--- src/verilog/ptpise_cfg.svh ---
// Constants of the timestamp-unit interrupt status and enable block.
//
// Operation
// Writing one clears a status bit.
// Summary event is any enabled set status.
// Status latches regardless of enable bits.
// System interrupt needs summary and its enable.
// Bits 31:24 flag falling capture edges.
// Bits 23:16 flag rising capture edges.
// Capture edges count after over 40 ns.
// Manual capture sets edge flags too.
// Bits 14:12 flag per-port egress stamps.
// Up to four stamps counted per port, direction.
// Bits 10:8 flag per-port ingress stamps.
// Bit 1 flags channel B target reached.
// Bit 0 flags channel A target reached.
// Filtered capture edge may clear timer bits.
// Enable register mirrors status layout, resets zero.
// Mode 10 drives timer bit onto channel.
// Hardware set wins over software clear.
// Reserved bits read zero, ignore writes.
`ifndef PTPISE_CFG_SVH
`define PTPISE_CFG_SVH

// ****************************************************************
// Register map
// ****************************************************************
`define PTPISE_ADDR_W 9
`define PTPISE_OFF_STATUS 9'h108
`define PTPISE_OFF_ENABLE 9'h10C
`define PTPISE_OFF_CTRL 9'h180
`define PTPISE_OFF_CONFIG 9'h184
`define PTPISE_OFF_COUNT 9'h188
`define PTPISE_STATUS_MASK 32'hFFFF7703
`define PTPISE_CONFIG_MASK 32'h00003FFF
`define PTPISE_ZERO32 32'h00000000

// ****************************************************************
// Status and enable field layout
// ****************************************************************
`define PTPISE_FALL_LSB 24
`define PTPISE_RISE_LSB 16
`define PTPISE_EGR_LSB 12
`define PTPISE_ING_LSB 8
`define PTPISE_TMR_B_BIT 1
`define PTPISE_TMR_A_BIT 0
`define PTPISE_NCAP 8
`define PTPISE_NPORT 3

// ****************************************************************
// Control, configuration and count fields
// ****************************************************************
`define PTPISE_MAN_RISE_LSB 0
`define PTPISE_MAN_FALL_LSB 8
`define PTPISE_MODE_A_LSB 0
`define PTPISE_MODE_B_LSB 2
`define PTPISE_CLR_EN_A_BIT 4
`define PTPISE_SEL_A_LSB 5
`define PTPISE_POL_A_BIT 8
`define PTPISE_CLR_EN_B_BIT 9
`define PTPISE_SEL_B_LSB 10
`define PTPISE_POL_B_BIT 13
`define PTPISE_ING_CNT_LSB 0
`define PTPISE_EGR_CNT_LSB 16
`define PTPISE_CNT_STRIDE 4

// ****************************************************************
// Timing and depth
// ****************************************************************
`define PTPISE_CLK_NS 10
`define PTPISE_FILT_NS 40
`define PTPISE_FILT_CYC ((`PTPISE_FILT_NS / `PTPISE_CLK_NS) + 1)
`define PTPISE_PULSE_NS 100
`define PTPISE_PULSE_CYC (`PTPISE_PULSE_NS / `PTPISE_CLK_NS)
`define PTPISE_STAMP_DEPTH 4
`define PTPISE_CNT_W 3

`endif

--- src/verilog/ptpise_pkg.sv ---
// Types of the timestamp-unit interrupt status and enable block.
package ptpise_pkg;

  typedef enum logic [1:0] {
    PTPISE_ST_IDLE = 2'b01,
    PTPISE_ST_ACK = 2'b10
  } ptpise_state_e;

  typedef enum logic [1:0] {
    PTPISE_MODE_PULSE = 2'b00,
    PTPISE_MODE_TOGGLE = 2'b01,
    PTPISE_MODE_LEVEL = 2'b10,
    PTPISE_MODE_RSVD = 2'b11
  } ptpise_mode_e;

endpackage

--- src/verilog/ptpise_edge_filter.sv ---
// Qualifies capture input edges by a minimum stable time.
`include "ptpise_cfg.svh"

module ptpise_edge_filter (
  input wire logic clock_i,
  input wire logic rst_i,
  input wire logic [`PTPISE_NCAP-1:0] pin_i,
  output logic [`PTPISE_NCAP-1:0] rise_o,
  output logic [`PTPISE_NCAP-1:0] fall_o
);

  // A pin held high through reset reports one rise once it is qualified.
  logic [`PTPISE_NCAP-1:0] level_reg;

  for (genvar i = 0; i < `PTPISE_NCAP; i++) begin : g_bit
    logic [2:0] cnt_reg;
    wire differs = pin_i[i] != level_reg[i];
    wire done = differs && (cnt_reg == 3'(`PTPISE_FILT_CYC - 1));

    always_ff @(posedge clock_i) begin
      if (rst_i || !differs || done) begin
        cnt_reg <= 3'h0;
      end else begin
        cnt_reg <= cnt_reg + 3'h1;
      end
    end

    always_ff @(posedge clock_i) begin
      if (rst_i) begin
        level_reg[i] <= 1'b0;
        rise_o[i] <= 1'b0;
        fall_o[i] <= 1'b0;
      end else begin
        if (done) begin
          level_reg[i] <= pin_i[i];
        end
        rise_o[i] <= done && pin_i[i];
        fall_o[i] <= done && !pin_i[i];
      end
    end
  end

endmodule

--- src/verilog/ptpise_stamp_count.sv ---
// Counts timestamp entries held for one port and direction.
`include "ptpise_cfg.svh"

module ptpise_stamp_count (
  input wire logic clock_i,
  input wire logic rst_i,
  input wire logic push_i,
  input wire logic pop_i,
  output logic accept_o,
  output logic [`PTPISE_CNT_W-1:0] count_o
);

  logic [`PTPISE_CNT_W-1:0] count_reg;
  wire full = count_reg == `PTPISE_CNT_W'(`PTPISE_STAMP_DEPTH);
  wire empty = count_reg == `PTPISE_CNT_W'(0);
  wire take = pop_i && !empty;

  // A stamp arriving while full with no pop in that cycle is dropped, and so raises no flag.
  assign accept_o = push_i && (!full || take);
  assign count_o = count_reg;

  always_ff @(posedge clock_i) begin
    if (rst_i) begin
      count_reg <= `PTPISE_CNT_W'(0);
    end else if (accept_o && !take) begin
      count_reg <= count_reg + `PTPISE_CNT_W'(1);
    end else if (take && !accept_o) begin
      count_reg <= count_reg - `PTPISE_CNT_W'(1);
    end
  end

endmodule

--- src/verilog/ptpise_top.sv ---
// Timestamp-unit interrupt status, enable and clock event outputs.
//
// Design decision made here: register access over Avalon-MM.
`include "ptpise_cfg.svh"

module ptpise_top (
  input wire logic clock_i,
  input wire logic rst_i,
  input wire logic [`PTPISE_ADDR_W-1:0] avs_address_i,
  input wire logic avs_read_i,
  input wire logic avs_write_i,
  input wire logic [31:0] avs_writedata_i,
  input wire logic [3:0] avs_byteenable_i,
  output logic [31:0] avs_readdata_o,
  output logic avs_waitrequest_o,
  input wire logic [`PTPISE_NCAP-1:0] capture_pin_i,
  input wire logic [`PTPISE_NPORT-1:0] egress_stored_i,
  input wire logic [`PTPISE_NPORT-1:0] egress_pop_i,
  input wire logic [`PTPISE_NPORT-1:0] ingress_stored_i,
  input wire logic [`PTPISE_NPORT-1:0] ingress_pop_i,
  input wire logic timer_a_hit_i,
  input wire logic timer_b_hit_i,
  input wire logic timestamp_unit_summary_enable_i,
  output logic timestamp_unit_summary_event_o,
  output logic system_irq_o,
  output logic [`PTPISE_NCAP-1:0] capture_rise_o,
  output logic [`PTPISE_NCAP-1:0] capture_fall_o,
  output logic clock_event_a_o,
  output logic clock_event_b_o
);

  // ****************************************************************
  // Functions
  // ****************************************************************
  // Byte enables widen to one mask shared by merge and clear.
  function automatic logic [31:0] be_mask(input logic [3:0] be);
    be_mask = {{8{be[3]}}, {8{be[2]}}, {8{be[1]}}, {8{be[0]}}};
  endfunction

  function automatic logic [31:0] merge(input logic [31:0] old,
      input logic [31:0] data, input logic [31:0] mask);
    merge = (old & ~mask) | (data & mask);
  endfunction

  function automatic logic gpio_hit(input logic [7:0] rise,
      input logic [7:0] fall, input logic [2:0] sel, input logic pol);
    gpio_hit = pol ? rise[sel] : fall[sel];
  endfunction

  // ****************************************************************
  // Bus handshake
  // ****************************************************************
  ptpise_pkg::ptpise_state_e state_reg;
  ptpise_pkg::ptpise_state_e state_next;
  logic [31:0] readdata_reg;

  wire st_ack = state_reg == ptpise_pkg::PTPISE_ST_ACK;
  wire req = avs_read_i || avs_write_i;
  wire wr_go = st_ack && avs_write_i;
  // Byte enables gate the write-one clear as well as plain writes.
  wire [31:0] wmask = be_mask(avs_byteenable_i);
  wire hit_status = avs_address_i == `PTPISE_OFF_STATUS;
  wire hit_enable = avs_address_i == `PTPISE_OFF_ENABLE;
  wire hit_ctrl = avs_address_i == `PTPISE_OFF_CTRL;
  wire hit_config = avs_address_i == `PTPISE_OFF_CONFIG;
  wire hit_count = avs_address_i == `PTPISE_OFF_COUNT;

  // The answer is fixed at one wait cycle so read data is a clean flop.
  always_comb begin
    case (state_reg)
      ptpise_pkg::PTPISE_ST_IDLE: begin
        state_next = req ? ptpise_pkg::PTPISE_ST_ACK
                         : ptpise_pkg::PTPISE_ST_IDLE;
      end
      ptpise_pkg::PTPISE_ST_ACK: begin
        state_next = ptpise_pkg::PTPISE_ST_IDLE;
      end
      default: begin
        state_next = ptpise_pkg::PTPISE_ST_IDLE;
      end
    endcase
  end

  always_ff @(posedge clock_i) begin
    if (rst_i) begin
      state_reg <= ptpise_pkg::PTPISE_ST_IDLE;
    end else begin
      state_reg <= state_next;
    end
  end

  assign avs_waitrequest_o = !st_ack;
  assign avs_readdata_o = readdata_reg;

  // ****************************************************************
  // Capture inputs
  // ****************************************************************
  wire [`PTPISE_NCAP-1:0] pin_rise;
  wire [`PTPISE_NCAP-1:0] pin_fall;

  ptpise_edge_filter u_filter (
    .clock_i(clock_i),
    .rst_i(rst_i),
    .pin_i(capture_pin_i),
    .rise_o(pin_rise),
    .fall_o(pin_fall)
  );

  // ****************************************************************
  // Timestamp counts
  // ****************************************************************
  // A full queue with no same-cycle pop drops the stamp, so no flag is raised for it.
  wire [`PTPISE_NPORT-1:0] egr_accept;
  wire [`PTPISE_NPORT-1:0] ing_accept;
  logic [31:0] count_word;

  for (genvar p = 0; p < `PTPISE_NPORT; p++) begin : g_port
    wire [`PTPISE_CNT_W-1:0] egr_cnt;
    wire [`PTPISE_CNT_W-1:0] ing_cnt;

    ptpise_stamp_count u_egr (
      .clock_i(clock_i),
      .rst_i(rst_i),
      .push_i(egress_stored_i[p]),
      .pop_i(egress_pop_i[p]),
      .accept_o(egr_accept[p]),
      .count_o(egr_cnt)
    );

    ptpise_stamp_count u_ing (
      .clock_i(clock_i),
      .rst_i(rst_i),
      .push_i(ingress_stored_i[p]),
      .pop_i(ingress_pop_i[p]),
      .accept_o(ing_accept[p]),
      .count_o(ing_cnt)
    );

    assign count_word[`PTPISE_EGR_CNT_LSB + `PTPISE_CNT_STRIDE * p +:
        `PTPISE_CNT_STRIDE] = {1'b0, egr_cnt};
    assign count_word[`PTPISE_ING_CNT_LSB + `PTPISE_CNT_STRIDE * p +:
        `PTPISE_CNT_STRIDE] = {1'b0, ing_cnt};
  end

  // Unused nibbles of the count word read as zero.
  assign count_word[15:12] = 4'h0;
  assign count_word[31:28] = 4'h0;

  // ****************************************************************
  // Registers
  // ****************************************************************
  logic [31:0] status_reg;
  logic [31:0] status_next;
  logic [31:0] enable_reg;
  logic [31:0] config_reg;
  logic [`PTPISE_NCAP-1:0] man_rise;
  logic [`PTPISE_NCAP-1:0] man_fall;

  // Manual capture bits are strobes; the control word keeps no state.
  wire [31:0] ctrl_wr = (wr_go && hit_ctrl) ? (avs_writedata_i & wmask)
                                            : `PTPISE_ZERO32;
  assign man_rise = ctrl_wr[`PTPISE_MAN_RISE_LSB +: `PTPISE_NCAP];
  assign man_fall = ctrl_wr[`PTPISE_MAN_FALL_LSB +: `PTPISE_NCAP];

  wire [`PTPISE_NCAP-1:0] rise_evt = pin_rise | man_rise;
  wire [`PTPISE_NCAP-1:0] fall_evt = pin_fall | man_fall;

  wire [1:0] mode_a = config_reg[`PTPISE_MODE_A_LSB +: 2];
  wire [1:0] mode_b = config_reg[`PTPISE_MODE_B_LSB +: 2];
  wire [2:0] sel_a = config_reg[`PTPISE_SEL_A_LSB +: 3];
  wire [2:0] sel_b = config_reg[`PTPISE_SEL_B_LSB +: 3];
  // Only filtered pin edges clear a timer; manual strobes never do.
  wire gpio_clr_a = config_reg[`PTPISE_CLR_EN_A_BIT] && gpio_hit(pin_rise,
      pin_fall, sel_a, config_reg[`PTPISE_POL_A_BIT]);
  wire gpio_clr_b = config_reg[`PTPISE_CLR_EN_B_BIT] && gpio_hit(pin_rise,
      pin_fall, sel_b, config_reg[`PTPISE_POL_B_BIT]);

  wire [31:0] status_set =
      ({24'h000000, fall_evt} << `PTPISE_FALL_LSB) |
      ({24'h000000, rise_evt} << `PTPISE_RISE_LSB) |
      ({29'h00000000, egr_accept} << `PTPISE_EGR_LSB) |
      ({29'h00000000, ing_accept} << `PTPISE_ING_LSB) |
      ({31'h00000000, timer_b_hit_i} << `PTPISE_TMR_B_BIT) |
      ({31'h00000000, timer_a_hit_i} << `PTPISE_TMR_A_BIT);

  wire [31:0] sw_clr = (wr_go && hit_status) ? (avs_writedata_i & wmask)
                                             : `PTPISE_ZERO32;
  wire [31:0] hw_clr =
      ({31'h00000000, gpio_clr_b} << `PTPISE_TMR_B_BIT) |
      ({31'h00000000, gpio_clr_a} << `PTPISE_TMR_A_BIT);

  // Set is applied last so a same-cycle event survives the clear.
  assign status_next = ((status_reg & ~(sw_clr | hw_clr)) | status_set)
      & `PTPISE_STATUS_MASK;

  always_ff @(posedge clock_i) begin
    if (rst_i) begin
      status_reg <= `PTPISE_ZERO32;
    end else begin
      status_reg <= status_next;
    end
  end

  // Reserved enable bits are masked on write and so read as zero.
  always_ff @(posedge clock_i) begin
    if (rst_i) begin
      enable_reg <= `PTPISE_ZERO32;
    end else if (wr_go && hit_enable) begin
      enable_reg <= merge(enable_reg, avs_writedata_i,
          wmask & `PTPISE_STATUS_MASK);
    end
  end

  // Configuration bits outside the defined fields stay at zero.
  always_ff @(posedge clock_i) begin
    if (rst_i) begin
      config_reg <= `PTPISE_ZERO32;
    end else if (wr_go && hit_config) begin
      config_reg <= merge(config_reg, avs_writedata_i,
          wmask & `PTPISE_CONFIG_MASK);
    end
  end

  // The control word holds only strobes, so it reads back as zero.
  wire [31:0] rd_mux =
      hit_status ? status_reg :
      hit_enable ? enable_reg :
      hit_config ? config_reg :
      hit_count ? count_word : `PTPISE_ZERO32;

  always_ff @(posedge clock_i) begin
    if (rst_i) begin
      readdata_reg <= `PTPISE_ZERO32;
    end else if (!st_ack && avs_read_i) begin
      readdata_reg <= rd_mux;
    end
  end

  // ****************************************************************
  // Summary and system interrupt
  // ****************************************************************
  // Both outputs are flops, so a write never glitches the summary.
  wire summary = |(status_reg & enable_reg);

  always_ff @(posedge clock_i) begin
    if (rst_i) begin
      timestamp_unit_summary_event_o <= 1'b0;
      system_irq_o <= 1'b0;
      capture_rise_o <= `PTPISE_NCAP'(0);
      capture_fall_o <= `PTPISE_NCAP'(0);
    end else begin
      timestamp_unit_summary_event_o <= summary;
      system_irq_o <= summary && timestamp_unit_summary_enable_i;
      capture_rise_o <= rise_evt;
      capture_fall_o <= fall_evt;
    end
  end

  // ****************************************************************
  // Clock event channel outputs
  // ****************************************************************
  // Level mode follows the status flop and trails the flag by a cycle.
  wire [1:0] ch_hit = {timer_b_hit_i, timer_a_hit_i};
  wire [1:0] ch_flag = {status_reg[`PTPISE_TMR_B_BIT],
      status_reg[`PTPISE_TMR_A_BIT]};
  wire [1:0] ch_mode [2];
  logic [1:0] ch_out;

  assign ch_mode[0] = mode_a;
  assign ch_mode[1] = mode_b;

  for (genvar c = 0; c < 2; c++) begin : g_chan
    logic [3:0] pulse_reg;
    logic toggle_reg;
    wire pulse_on = pulse_reg != 4'h0;
    wire [3:0] pulse_next = ch_hit[c] ? 4'(`PTPISE_PULSE_CYC) :
        (pulse_on ? pulse_reg - 4'h1 : 4'h0);
    wire sel_out =
        (ch_mode[c] == ptpise_pkg::PTPISE_MODE_PULSE) ? (pulse_next != 4'h0) :
        (ch_mode[c] == ptpise_pkg::PTPISE_MODE_TOGGLE) ?
            (toggle_reg ^ ch_hit[c]) :
        (ch_mode[c] == ptpise_pkg::PTPISE_MODE_LEVEL) ?
            ch_flag[c] : 1'b0;

    always_ff @(posedge clock_i) begin
      if (rst_i) begin
        pulse_reg <= 4'h0;
        toggle_reg <= 1'b0;
        ch_out[c] <= 1'b0;
      end else begin
        pulse_reg <= pulse_next;
        toggle_reg <= toggle_reg ^ ch_hit[c];
        ch_out[c] <= sel_out;
      end
    end
  end

  // ****************************************************************
  // Channel output pins
  // ****************************************************************

  assign clock_event_a_o = ch_out[0];
  assign clock_event_b_o = ch_out[1];

endmodule
--- config.mk ---
export PLATFORM = sky130hd
export DESIGN_NAME = ptpise_top
export DESIGN_NICKNAME = d
export VERILOG_FILES = /design/src/verilog/ptpise_pkg.sv /design/src/verilog/ptpise_edge_filter.sv /design/src/verilog/ptpise_stamp_count.sv /design/src/verilog/ptpise_top.sv
export VERILOG_INCLUDE_DIRS = /design/src /design/src/verilog
export SDC_FILE = /design/constraint.sdc
export NUM_CORES = 1
export LEC_CHECK = 0
export BUFFER_PORTS_ARGS = -buffer_cell sky130_fd_sc_hd__buf_2
export CAP_MARGIN = 20
export CORE_UTILIZATION = 50
export DETAILED_ROUTE_END_ITERATION = 12
export PLACE_DENSITY = 0.71
export SLEW_MARGIN = 30
export SYNTH_ARGS = -nofsm -noshare
export SYNTH_HDL_FRONTEND = slang
export SYNTH_SLANG_ARGS = --single-unit
--- constraint.sdc ---
create_clock -name clock_i -period 6.7 [get_ports clock_i]
set_clock_uncertainty 0.1 [all_clocks]
set_input_delay 1.675 -clock clock_i [delete_from_list [all_inputs] [get_ports clock_i]]
set_output_delay 1.675 -clock clock_i [all_outputs]
set_load 0.03 [all_outputs]
== Word level (Yosys, flattened, before mapping) ==
Cells that the tools add are included.

* $add $sub $neg: 22
* Magnitude comparators: 2
* Equality and inequality tests: 33
* Mux-type cells: 39
* Bitwise gates (word level): 25
* Reductions and logical operators: 141

{| class="wikitable"
|+ Operators by type and width
! kind !! count
|-
| $and A32 B32 Y32 || 6
|-
| $mux W32 || 4
|-
| $or A32 B32 Y32 || 3
|-
| $not A32 Y32 || 2
|-
| $or A32 B2 Y32 || 2
|-
| $logic_and A1 B1 Y1 || 57
|-
| $eq A9 B9 Y1 const B || 5
|-
| $add A3 B1 Y3 const B || 14
|-
| $eq A3 B3 Y1 const B || 14
|-
| $logic_not A1 Y1 || 41
|-
| $mux W3 || 12
|-
| $and A32 B14 Y32 || 1
|-
| $not A14 Y32 || 1
|-
| $or A32 B1 Y32 || 1
|-
| $or A32 B11 Y32 || 1
|-
| $or A32 B15 Y32 || 1
|-
| $or A32 B24 Y32 || 1
|-
| $reduce_or A32 Y1 || 1
|-
| $mux W27 || 1
|-
| $logic_or A1 B1 Y1 || 23
|-
| $logic_not A3 Y1 || 6
|-
| $sub A3 B1 Y3 const B || 6
|-
| $mux W16 || 1
|-
| $mux W4 || 4
|-
| 16 further kinds || 54
|}

* Flip-flop bits (word level): 226
* Bits of input ports: 72

== Longest topological paths before layout ==
Gate-level depths: netlist of run 1.

* Word-level depth: 11
* Gate-level depth with buffers: 8
* Depth with buffers taken out: 8

== By module ==
A second synthesis of run 1 with hierarchy kept.

* Cells, all modules: 935
* Area total of the unflattened synthesis: 8658.3 um2

{| class="wikitable"
|+ By module, submodules not included
! module !! instances !! cells an instance !! area each (um2) !! seq. area each (um2)
|-
| ptpise_top || 1 || 652 || 5615.4 || 2502.4
|-
| ptpise_edge_filter || 1 || 181 || 2021.9 || 960.9
|-
| ptpise_stamp_count || 6 || 17 || 170.2 || 60.1
|}

== Worst setup path before layout of run 1 ==
Ideal clock, no wire load.

* Path kind: in2reg
* From: input avs_address_i[5]
* To: register with a tool-made name
* Library setup time: 128 ps
* Arrival time: 3105 ps
* Path slack: 3368 ps
* Stages on the path: 5
* Path through: or4_4 -> nor4_4 -> nand4_2 -> mux2i_1 -> nor2_1

{| class="wikitable"
|+ RTL lines
! element !! line !! text
|-
| from (decl) || ptpise_top.sv:9 || <nowiki>input wire logic [`PTPISE_ADDR_W-1:0] avs_address_i,</nowiki>
|}

==> impl_metrics.tcl, run 1 <==
set metrics [dict create \
    status "finished clean" \
    critPathBufInv 1 \
    fin_nets 1122 \
    grt_util_all_layers 0.254 \
    die-width_um 132 \
    syn_area_um2 8420 \
    antenna_found_initial 0 \
    routed_wl_um 21600 \
    cts_tree "done" \
    grt_pass1_vias 6532 \
    path_cells "buf_2 -> or4_4 -> nor4_4 -> nand3_2 -> mux2i_1 -> nor2_1" \
    synthArstFlopShare 0 \
    yosys_warnings 0 \
    yosysTopAreaCell "dfxtp_1" \
    routedWlPerCell_um 17.2 \
    slowest_delay_ns 0.83 \
    hp-class "reg2reg" \
    dieArea_um2 17400 \
    postLayoutCoreUtil 0.590 \
    detail_route.vias_per_cell 5.56 \
    cts.hold.buffers_added 0 \
    cts_resized 0 \
    fmax_mhz 268 \
    initial_core_util 0.510 \
    drive_above_1_share 0.179 \
    final_cell_mix "dfxtp_1, buf_2, nor2_1" \
    cts_made_buffers 17 \
    area_delta_synth_final_pct 15.7 \
    p_per_area_nw_per_um2 277 \
    arrival_ns 3.93 \
    cts_num_sinks 191 \
    row_count 47 \
    finalHoldViolCount 0 \
    grt_start_max_net_pins 70 \
    avgSynthCellArea_um2 9.16 \
    portBuffers 123 \
    yosys.area.top_type_share 0.454 \
    slew_violations 0 \
    drt-pass1-iter-count 6 \
    post_cts_buffers 0 \
    gp_congestion 0.874 \
    syn_inst 919 \
    insertion_delay_ns 0.44 \
    drtIter0Drc 549 \
    yosys-top-cells-area "dfxtp_1, mux2i_1, nor2_1" \
    postSynthNetCount 1019 \
    dp_slack_ns 2.53 \
    ant_nets 0 \
    setup-tns-final_ns 0 \
    antenna-diode-count 0 \
    layout_min_cycle_time_ns 3.73 \
    vdd_ir_drop_max_mv 0.178 \
    crit_required_ns 6.90 \
    clockBufferDepth 2 \
    tightest_slew_ns 0.927 \
    slew_headroom 0.377 \
    crit_type "in2reg" \
    yosys.cell_types.count 58 \
    io_pins 125 \
    setup_ws_ns 2.97 \
    fp.dieH_um 132 \
    dp_hpwl_um 15800 \
    setup_viol 0 \
    h-tree-depth 4 \
    overflow 0 \
    final_common_cell "dfxtp_1" \
    critPathMaxFanout 12 \
    grt_first_pass_wirelength_um 34300 \
    synth_edf_count 0 \
    cap_violations 0 \
    clkSlewWorstSetupHoldPaths_ns 0.07 \
    cp_top_family "simple AND/OR/NAND/NOR gates" \
    core_um2 16500 \
    period_share 0.557 \
    leakagePower_nw 4.21 \
    synth_flop_cell "dfxtp_1" \
    crit_path_end_kind "flop" \
    synth_seq_cells 191 \
    clock-root-buffer "clkbuf_16" \
    rsz0062_at_grt "false" \
    vias 6982 \
    cp_slowest_cell "nor4_4" \
    critPathLaunchType "input port" \
    synth-seq-area-share 0.454 \
    post-route-drc-count 0 \
]
## cell families (layout without fill, tap and decap cells)
logic type / after synthesis / count (layout) / share of synthesized area
flops: 191 / 191 / 0.454
compound gates: 216 / 216 / 0.163
fa+ha+maj: 28 / 28 / 0.0469
mux: 62 / 62 / 0.0804
other cells: 1 / 1 / 0.000445
buf+inv: 106 / 222 / 0.0493
simple gates: 301 / 301 / 0.191
xor+xnor: 14 / 14 / 0.0146
## per-stage QoR
stage | total power, mW | std cells | hold slack (ns) | instance area, µm²
after global placement | 1.71 | 1223 | 0.334 | 9160
final | 2.70 | 1255 | 0.350 | 9740
after global routing | 2.83 | 1255 | 0.381 | 9740
after detailed placement | 1.73 | 1223 | 0.335 | 9160
after floorplan | 1.61 | 919 | 0.345 | 8420
after CTS | 2.71 | 1255 | 0.350 | 9740
## cell type report
class                           count  area, µm²
Clock buffer                       20        467
Timing Repair Buffer              126        641
Multi-Input combinational cell    622       4190
Fill cell                        1500       6780
Clock inverter                     12        109
Sequential cell                   191       3820
Inverter                           64        240
Tap cell                          220        275
## cell usage after synthesis, drive strengths merged, types with 21 or more instances
master    n
a21oi    74
a22oi    27
clkbuf   26
dfxtp   191
ha       22
inv      64
mux2i    53
nand2    42
nand2b   21
nor2    117
nor2b    22
nor3     25
o21ai    50
## path summary, 6_finish.rpt
path                      startpoint  slack [ns]  cells after the start                 end
setup / recovery    avs_address_i[5]        2.97                      6                flop
hold / removal    avs_readdata_o[17]        0.35                      2  avs_readdata_o[17]
setup reg to reg        state_reg[0]        4.12                      5                flop
hold reg to reg   avs_readdata_o[17]        0.35                      2  avs_readdata_o[17]
## routing by layer
layer | GRT usage | vias up | wire length [µm]
met5 | 0 | - | 0
met2 | 0.406 | 204 | 10100
met4 | 0.114 | 0 | 616
met1 | 0.329 | 3300 | 9530
met3 | 0.0561 | 40 | 1340
li1 | - | 3438 | -
## report_power, final
group,internal (mW),leakage [nW],switching [mW]
combinational,0.188,2.37,0.230
sequential,1.20,1.55,0.0888
clock,0.543,0.283,0.448
## worst register-to-register path, cell delays in order, from the launching register on
cell      delay [ns]
dfxtp_1         0.32
nand3b_1        0.40
nor4_4          0.88
nand3_2         0.41
mux2i_1         0.27
nor2_1          0.06
(Power assumes the default switching activity.)
==> inputs of run 2 (changes only) <==
--- a/config.mk
+++ b/config.mk
@@ -6,11 +6,12 @@
 export SDC_FILE = /design/constraint.sdc
 export NUM_CORES = 1
 export LEC_CHECK = 0
+export ABC_AREA = 1
 export BUFFER_PORTS_ARGS = -buffer_cell sky130_fd_sc_hd__buf_2
 export CAP_MARGIN = 20
 export CORE_UTILIZATION = 50
 export DETAILED_ROUTE_END_ITERATION = 12
-export PLACE_DENSITY = 0.71
+export PLACE_DENSITY = 0.74
 export SLEW_MARGIN = 30
 export SYNTH_ARGS = -nofsm -noshare
 export SYNTH_HDL_FRONTEND = slang
==> constraint.sdc (replaced) <==
create_clock -name clock_i -period 3.15 [get_ports clock_i]
set_clock_uncertainty 0.1 [all_clocks]
set_input_delay 0.7875 -clock clock_i [delete_from_list [all_inputs] [get_ports clock_i]]
set_output_delay 0.7875 -clock clock_i [all_outputs]
set_load 0.03 [all_outputs]
==> run 2 against run 1 <==
  * Combinational power is 120% higher
  * Worst setup slack worse by 2.0 ns
  * Hold slack worse by 0.0040 ns
==> impl_metrics.tcl, run 2 <==
set metrics [dict create \
    status "finished clean" \
    leakagePower_nw 4.32 \
    path_cells "buf_2 -> nor2_2 -> nand4_2 -> nor2_4 -> nand2_1 -> inv_1 -> nand2_1 -> a31oi_1" \
    crit_path_end_kind "flop" \
    arrival_ns 2.47 \
    synth_flop_cell "dfxtp_1" \
    cp_slowest_cell "nand2_1" \
    post-route-drc-count 0 \
    critPathBufInv 2 \
    grt_pass1_vias 7254 \
    clockBufferDepth 2 \
    p_per_area_nw_per_um2 588 \
    gp_congestion 0.947 \
    core_um2 16600 \
    insertion_delay_ns 0.44 \
    overflow 0 \
    synthTopCellsByCount "nand2_1, dfxtp_1, inv_1" \
    avgSynthCellArea_um2 7.41 \
    critPathMaxFanout 18 \
    multiInputGateArea_um2 3880 \
    clkSlewWorstSetupHoldPaths_ns 0.07 \
    routedWlPerCell_um 15.0 \
    cts_tree "done" \
    ant_nets 0 \
    h-tree-depth 4 \
    seqCellArea_um2 3820 \
    cp_top_family "simple AND/OR/NAND/NOR gates" \
    cts_made_buffers 17 \
    tightest_slew_ns 0.658 \
    final_cell_mix "nand2_1, dfxtp_1, inv_1" \
    cap_violations 0 \
    cts_resized 0 \
    clock-root-buffer "clkbuf_16" \
    initial_core_util 0.513 \
    critPathLaunchType "input port" \
    worstSetupPathDepth 8 \
    fillers 1595 \
    synth-seq-area-share 0.450 \
    period_share 0.699 \
    cts.hold.buffers_added 0 \
    io_pins 125 \
    antenna-diode-count 0 \
    final_cell_area_um2 9850 \
    yosys.cell_types.count 40 \
    rsz0062_at_grt "false" \
    vias 7905 \
    crit_type "in2reg" \
    dieArea_um2 17500 \
    slew_violations 0 \
    routed_wl_um 22300 \
    postSynthNetCount 1248 \
    dp_hpwl_um 17000 \
    grt_first_pass_wirelength_um 35800 \
    setup-tns-final_ns 0 \
    hold_depth 1 \
    slowest_delay_ns 0.40 \
    fin_nets 1358 \
    detail_route.vias_per_cell 5.30 \
    die-width_um 132 \
    grt_start_max_net_pins 49 \
    place_area_um2 9270 \
    drtIter0Drc 695 \
    setup_viol 0 \
    path_common_cell "nand2_1" \
    r2r-start "g_port[2].u_egr.count_o[1]" \
    fmax_mhz 454 \
    synth_most_common_cell "nand2_1" \
    cp-startpoint "avs_address_i[5]" \
    r2r.worst_path.cells 12 \
    yosys_warnings 0 \
    synth_edf_count 0 \
    drt-pass1-iter-count 6 \
    synth_seq_cells 191 \
    hp-class "reg2reg" \
    area_delta_synth_final_pct 15.8 \
    yosysTopAreaCell "dfxtp_1" \
    cts_num_sinks 191 \
    slew_headroom 0.561 \
    yosys-top-cells-area "dfxtp_1, nand2_1, o21ai_0" \
    row_count 47 \
    vdd_ir_drop_max_mv 0.426 \
    antenna_found_initial 0 \
    portBuffers 123 \
    final_common_cell "nand2_1" \
    syn_inst 1148 \
    syn_area_um2 8500 \
    hp-start "u_filter.g_bit[7].cnt_reg[0]" \
    synthArstFlopShare 0 \
    fp.dieH_um 132 \
    post_cts_buffers 0 \
    finalHoldViolCount 0 \
    layout_min_cycle_time_ns 2.20 \
    drive_above_1_share 0.144 \
    grt_util_all_layers 0.262 \
    crit_required_ns 3.42 \
    yosys.area.top_type_share 0.450 \
]
[run 2: power breakdown]
| group | switching [mW] | total (mW) | internal [mW] |
|---|---|---|---|
| clock network | 1.01 | 2.13 | 1.12 |
| logic | 0.587 | 0.930 | 0.344 |
| registers | 0.152 | 2.73 | 2.58 |
| total | 1.75 | 5.79 | 4.04 |
[run 2: final timing paths]
kind,slack (ns),endpoint
worst max-delay path,0.95,avs_readdata_o[31]
worst min-delay path,0.35,u_filter.g_bit[7].cnt_reg[0]
worst max register to register,1.01,g_port[2].u_egr.count_o[2]
worst min register to register,0.35,u_filter.g_bit[7].cnt_reg[0]
[run 2: area by class of cell]
type                    count  area share
repair buffers            133      0.0716
multi-input cells         758       0.394
inverters                 157      0.0598
flip-flops and latches    191       0.388
clock inverters            15      0.0155
well taps                 220      0.0279
clock buffers              17      0.0432
[run 2: cells by family (layout without fill, tap and decap cells)]
| logic type | count (synthesis) | count (layout) | share of synthesized area |
|---|---|---|---|
| and+or+nand+nor | 437 | 437 | 0.223 |
| AOI/OAI and AO/OA | 273 | 273 | 0.166 |
| buffers and inverters | 199 | 322 | 0.0942 |
| DFF | 191 | 191 | 0.450 |
| adders and majority gates | 28 | 28 | 0.0465 |
| xor gates and xnor gates | 19 | 19 | 0.0196 |
| other | 1 | 1 | 0.000441 |
[run 2: per-stage QoR]
stage / worst slack (ns) / power [mW] / hold slack (ns) / utilization / std cells
floorplan: 0.944 / 3.43 / 0.317 / - / 1148
global placement: 0.636 / 3.67 / 0.330 / 0.559 / 1459
detailed placement: 0.519 / 3.71 / 0.335 / 0.559 / 1459
CTS: 0.982 / 5.81 / 0.349 / 0.594 / 1491
global route: 0.750 / 6.09 / 0.371 / 0.594 / 1491
finish: 0.948 / 5.79 / 0.346 / 0.594 / 1491
[run 2: per-layer routing]
metal,routed length [µm],global-route usage
met4,876,0.126
met1,9810,0.340
met3,1280,0.0437
met2,10300,0.423
met5,0,0
==> inputs of run 3 (changes only) <==
--- a/config.mk
+++ b/config.mk
@@ -6,7 +6,7 @@
 export SDC_FILE = /design/constraint.sdc
 export NUM_CORES = 1
 export LEC_CHECK = 0
-export ABC_AREA = 1
+export ABC_AREA = 0
 export BUFFER_PORTS_ARGS = -buffer_cell sky130_fd_sc_hd__buf_2
 export CAP_MARGIN = 20
 export CORE_UTILIZATION = 50
==> constraint.sdc (replaced) <==
create_clock -name clock_i -period 1.8 [get_ports clock_i]
set_clock_uncertainty 0.1 [all_clocks]
set_input_delay 0.45 -clock clock_i [delete_from_list [all_inputs] [get_ports clock_i]]
set_output_delay 0.45 -clock clock_i [all_outputs]
set_load 0.03 [all_outputs]
==> run 3 against run 2 <==
  * The run now ends with setup timing left
  * Via count shrank 4.0%
  * Global-route usage grew 0.90 points
  * Sequential share of layout area shrank 4.0 points
  * Flip-flop and latch count is the same
  * Utilization grew 7.7 points
  * Die area shrank 0.94%
  * Critical path type is now reg2reg
==> impl_metrics.tcl, run 3 (synthesis gave the netlist of run 1 again) <==
set metrics [dict create \
    grt_pass1_vias 7092 \
    hp-class "in2reg" \
    dp_slack_ns -0.622 \
    routed_wl_um 23600 \
    critPathLaunchType "flop" \
    insertion_delay_ns 0.43 \
    cts_tree "done" \
    period_share 1.09 \
    grt_util_all_layers 0.271 \
    antenna_found_initial 0 \
    arrival_ns 2.22 \
    io_pins 125 \
    leakagePower_nw 4.82 \
    p_int_mw 8.07 \
    crit_required_ns 2.06 \
    p_switching_mw 3.19 \
    power_frac_comb 0.223 \
    final_cell_mix "dfxtp_1, buf_2, nor2_1" \
    final_common_cell "dfxtp_1" \
    grt_first_pass_wirelength_um 36700 \
    tightest_slew_ns 0.518 \
    drtIter0Drc 648 \
    cp_slowest_cell "dfxtp_2" \
    detail_route.vias_per_cell 5.57 \
    overflow 0 \
    routedWlPerCell_um 17.3 \
    seqCellArea_um2 3860 \
    rsz0062_at_grt "true" \
    failed_checks "setup timing" \
    multiInputGateArea_um2 4540 \
    core_um2 16500 \
    fmax_mhz 512 \
    setup_viol 79 \
    portBuffers 123 \
    dieArea_um2 17400 \
    clockBufferDepth 2 \
    cap_violations 0 \
    slowest_delay_ns 0.34 \
    slew_headroom 0.654 \
    cts_num_sinks 191 \
    critPathMaxFanout 3 \
    r2r-start "g_port[1].u_ing.count_o[2]" \
    vias 7590 \
    critPathBufInv 1 \
    cp-startpoint "g_port[1].u_ing.count_o[2]" \
    fin_nets 1229 \
    sw_frac_of_total 0.284 \
    area_delta_synth_final_pct 31.6 \
    setup_ws_ns -0.155 \
    power.total_mw 11.3 \
    status "finished, violations left" \
    hp-start "avs_writedata_i[31]" \
    post-route-drc-count 0 \
    p_clk_frac 0.351 \
    h-tree-depth 4 \
    postLayoutCoreUtil 0.671 \
    grt_start_max_net_pins 102 \
    power.share.sequential 0.426 \
    gp_congestion 0.910 \
    crit_type "reg2reg" \
    initial_core_util 0.510 \
    cp_top_family "adder cells" \
    finalHoldViolCount 0 \
    crit_path_end_kind "flop" \
    path_cells "o31ai_2 -> ha_2 -> inv_2 -> fa_2 -> xor2_1 -> or3_1 -> a21oi_2" \
    p_per_area_nw_per_um2 1020 \
    layout_min_cycle_time_ns 1.95 \
    ant_nets 0 \
    slew_violations 0 \
    vdd_ir_drop_max_mv 0.710 \
    clock-root-buffer "clkbuf_16" \
    cts.hold.buffers_added 0 \
    drt-pass1-iter-count 5 \
    dp_hpwl_um 17600 \
    drive_above_1_share 0.324 \
    die-width_um 132 \
    row_count 47 \
    fp.dieH_um 132 \
    cts_made_buffers 17 \
    fillers 1290 \
    clkSlewWorstSetupHoldPaths_ns 0.07 \
    antenna-diode-count 0 \
]
## run 3: cell types whose count changed in the layout (fill, tap and decap cells not counted), sizes merged, moves of 35 or more
cell / change
nand2: -170
buf: +100
inv: -93
o21ai: -91
nand3: -74
mux2i: +53
a21oi: -35
## run 3: layer usage
layer / global-route usage / share of wire / vias up
met5: 0 / 0 / -
met4: 0.105 / 0.026 / 0
met3: 0.0500 / 0.066 / 45
met1: 0.353 / 0.43 / 3598
met2: 0.444 / 0.48 / 284
li1: - / - / 3663
## run 3: cell type report
type	count	area share
Inverter	64	0.0217
Sequential cell	191	0.349
Multi-Input combinational cell	622	0.410
Timing Repair Buffer	233	0.139
Clock buffer	18	0.0396
Tap cell	220	0.0248
Clock inverter	14	0.0164
## run 3: worst register-to-register path, stage by stage, from the launching register on
cell and delay (ns):
dfxtp_2 0.34, o31ai_2 0.25, ha_2 0.23, inv_2 0.04, fa_2 0.33, xor2_1 0.15, or3_1 0.32, a21oi_2 0.12
## run 3: power by group through the flow
stage	Clock (mW)	Sequential (mW)	Combinational (mW)
2_1_floorplan	0	4.89	1.24
3_3_place_gp	0	4.82	2.26
3_5_place_dp	0	4.83	2.33
4_1_cts	3.99	4.75	2.41
5_1_grt	4.16	4.83	2.76
6_report	3.95	4.80	2.51
## run 3: metrics by stage
stage               area, µm²  hold WS (ns)  std cells  setup TNS (ns)
floorplan                8630         0.345        919          -18.53
global placement        10100         0.328       1313          -44.31
detailed placement      10100         0.339       1313          -48.90
CTS                     10800         0.165       1352           -4.03
global route            11100         0.184       1362          -10.60
finish                  11100         0.173       1362           -5.96
## run 3: what timing repair did
action                                  CTS  global route
gates resized for setup                  16            47
buffers inserted                          7            10
pin swaps                                20            21
endpoints found under the setup margin   89            89
endpoints found under the hold margin     0             0
## run 3: path summary, 6_finish.rpt
path	cells past startpoint	to	slack [ns]
max reg2reg	7	g_port[1].u_ing.count_o[2]	-0.15
min reg2reg	2	avs_readdata_o[9]	0.35
max	7	g_port[1].u_ing.count_o[2]	-0.15
min	3	flop	0.17
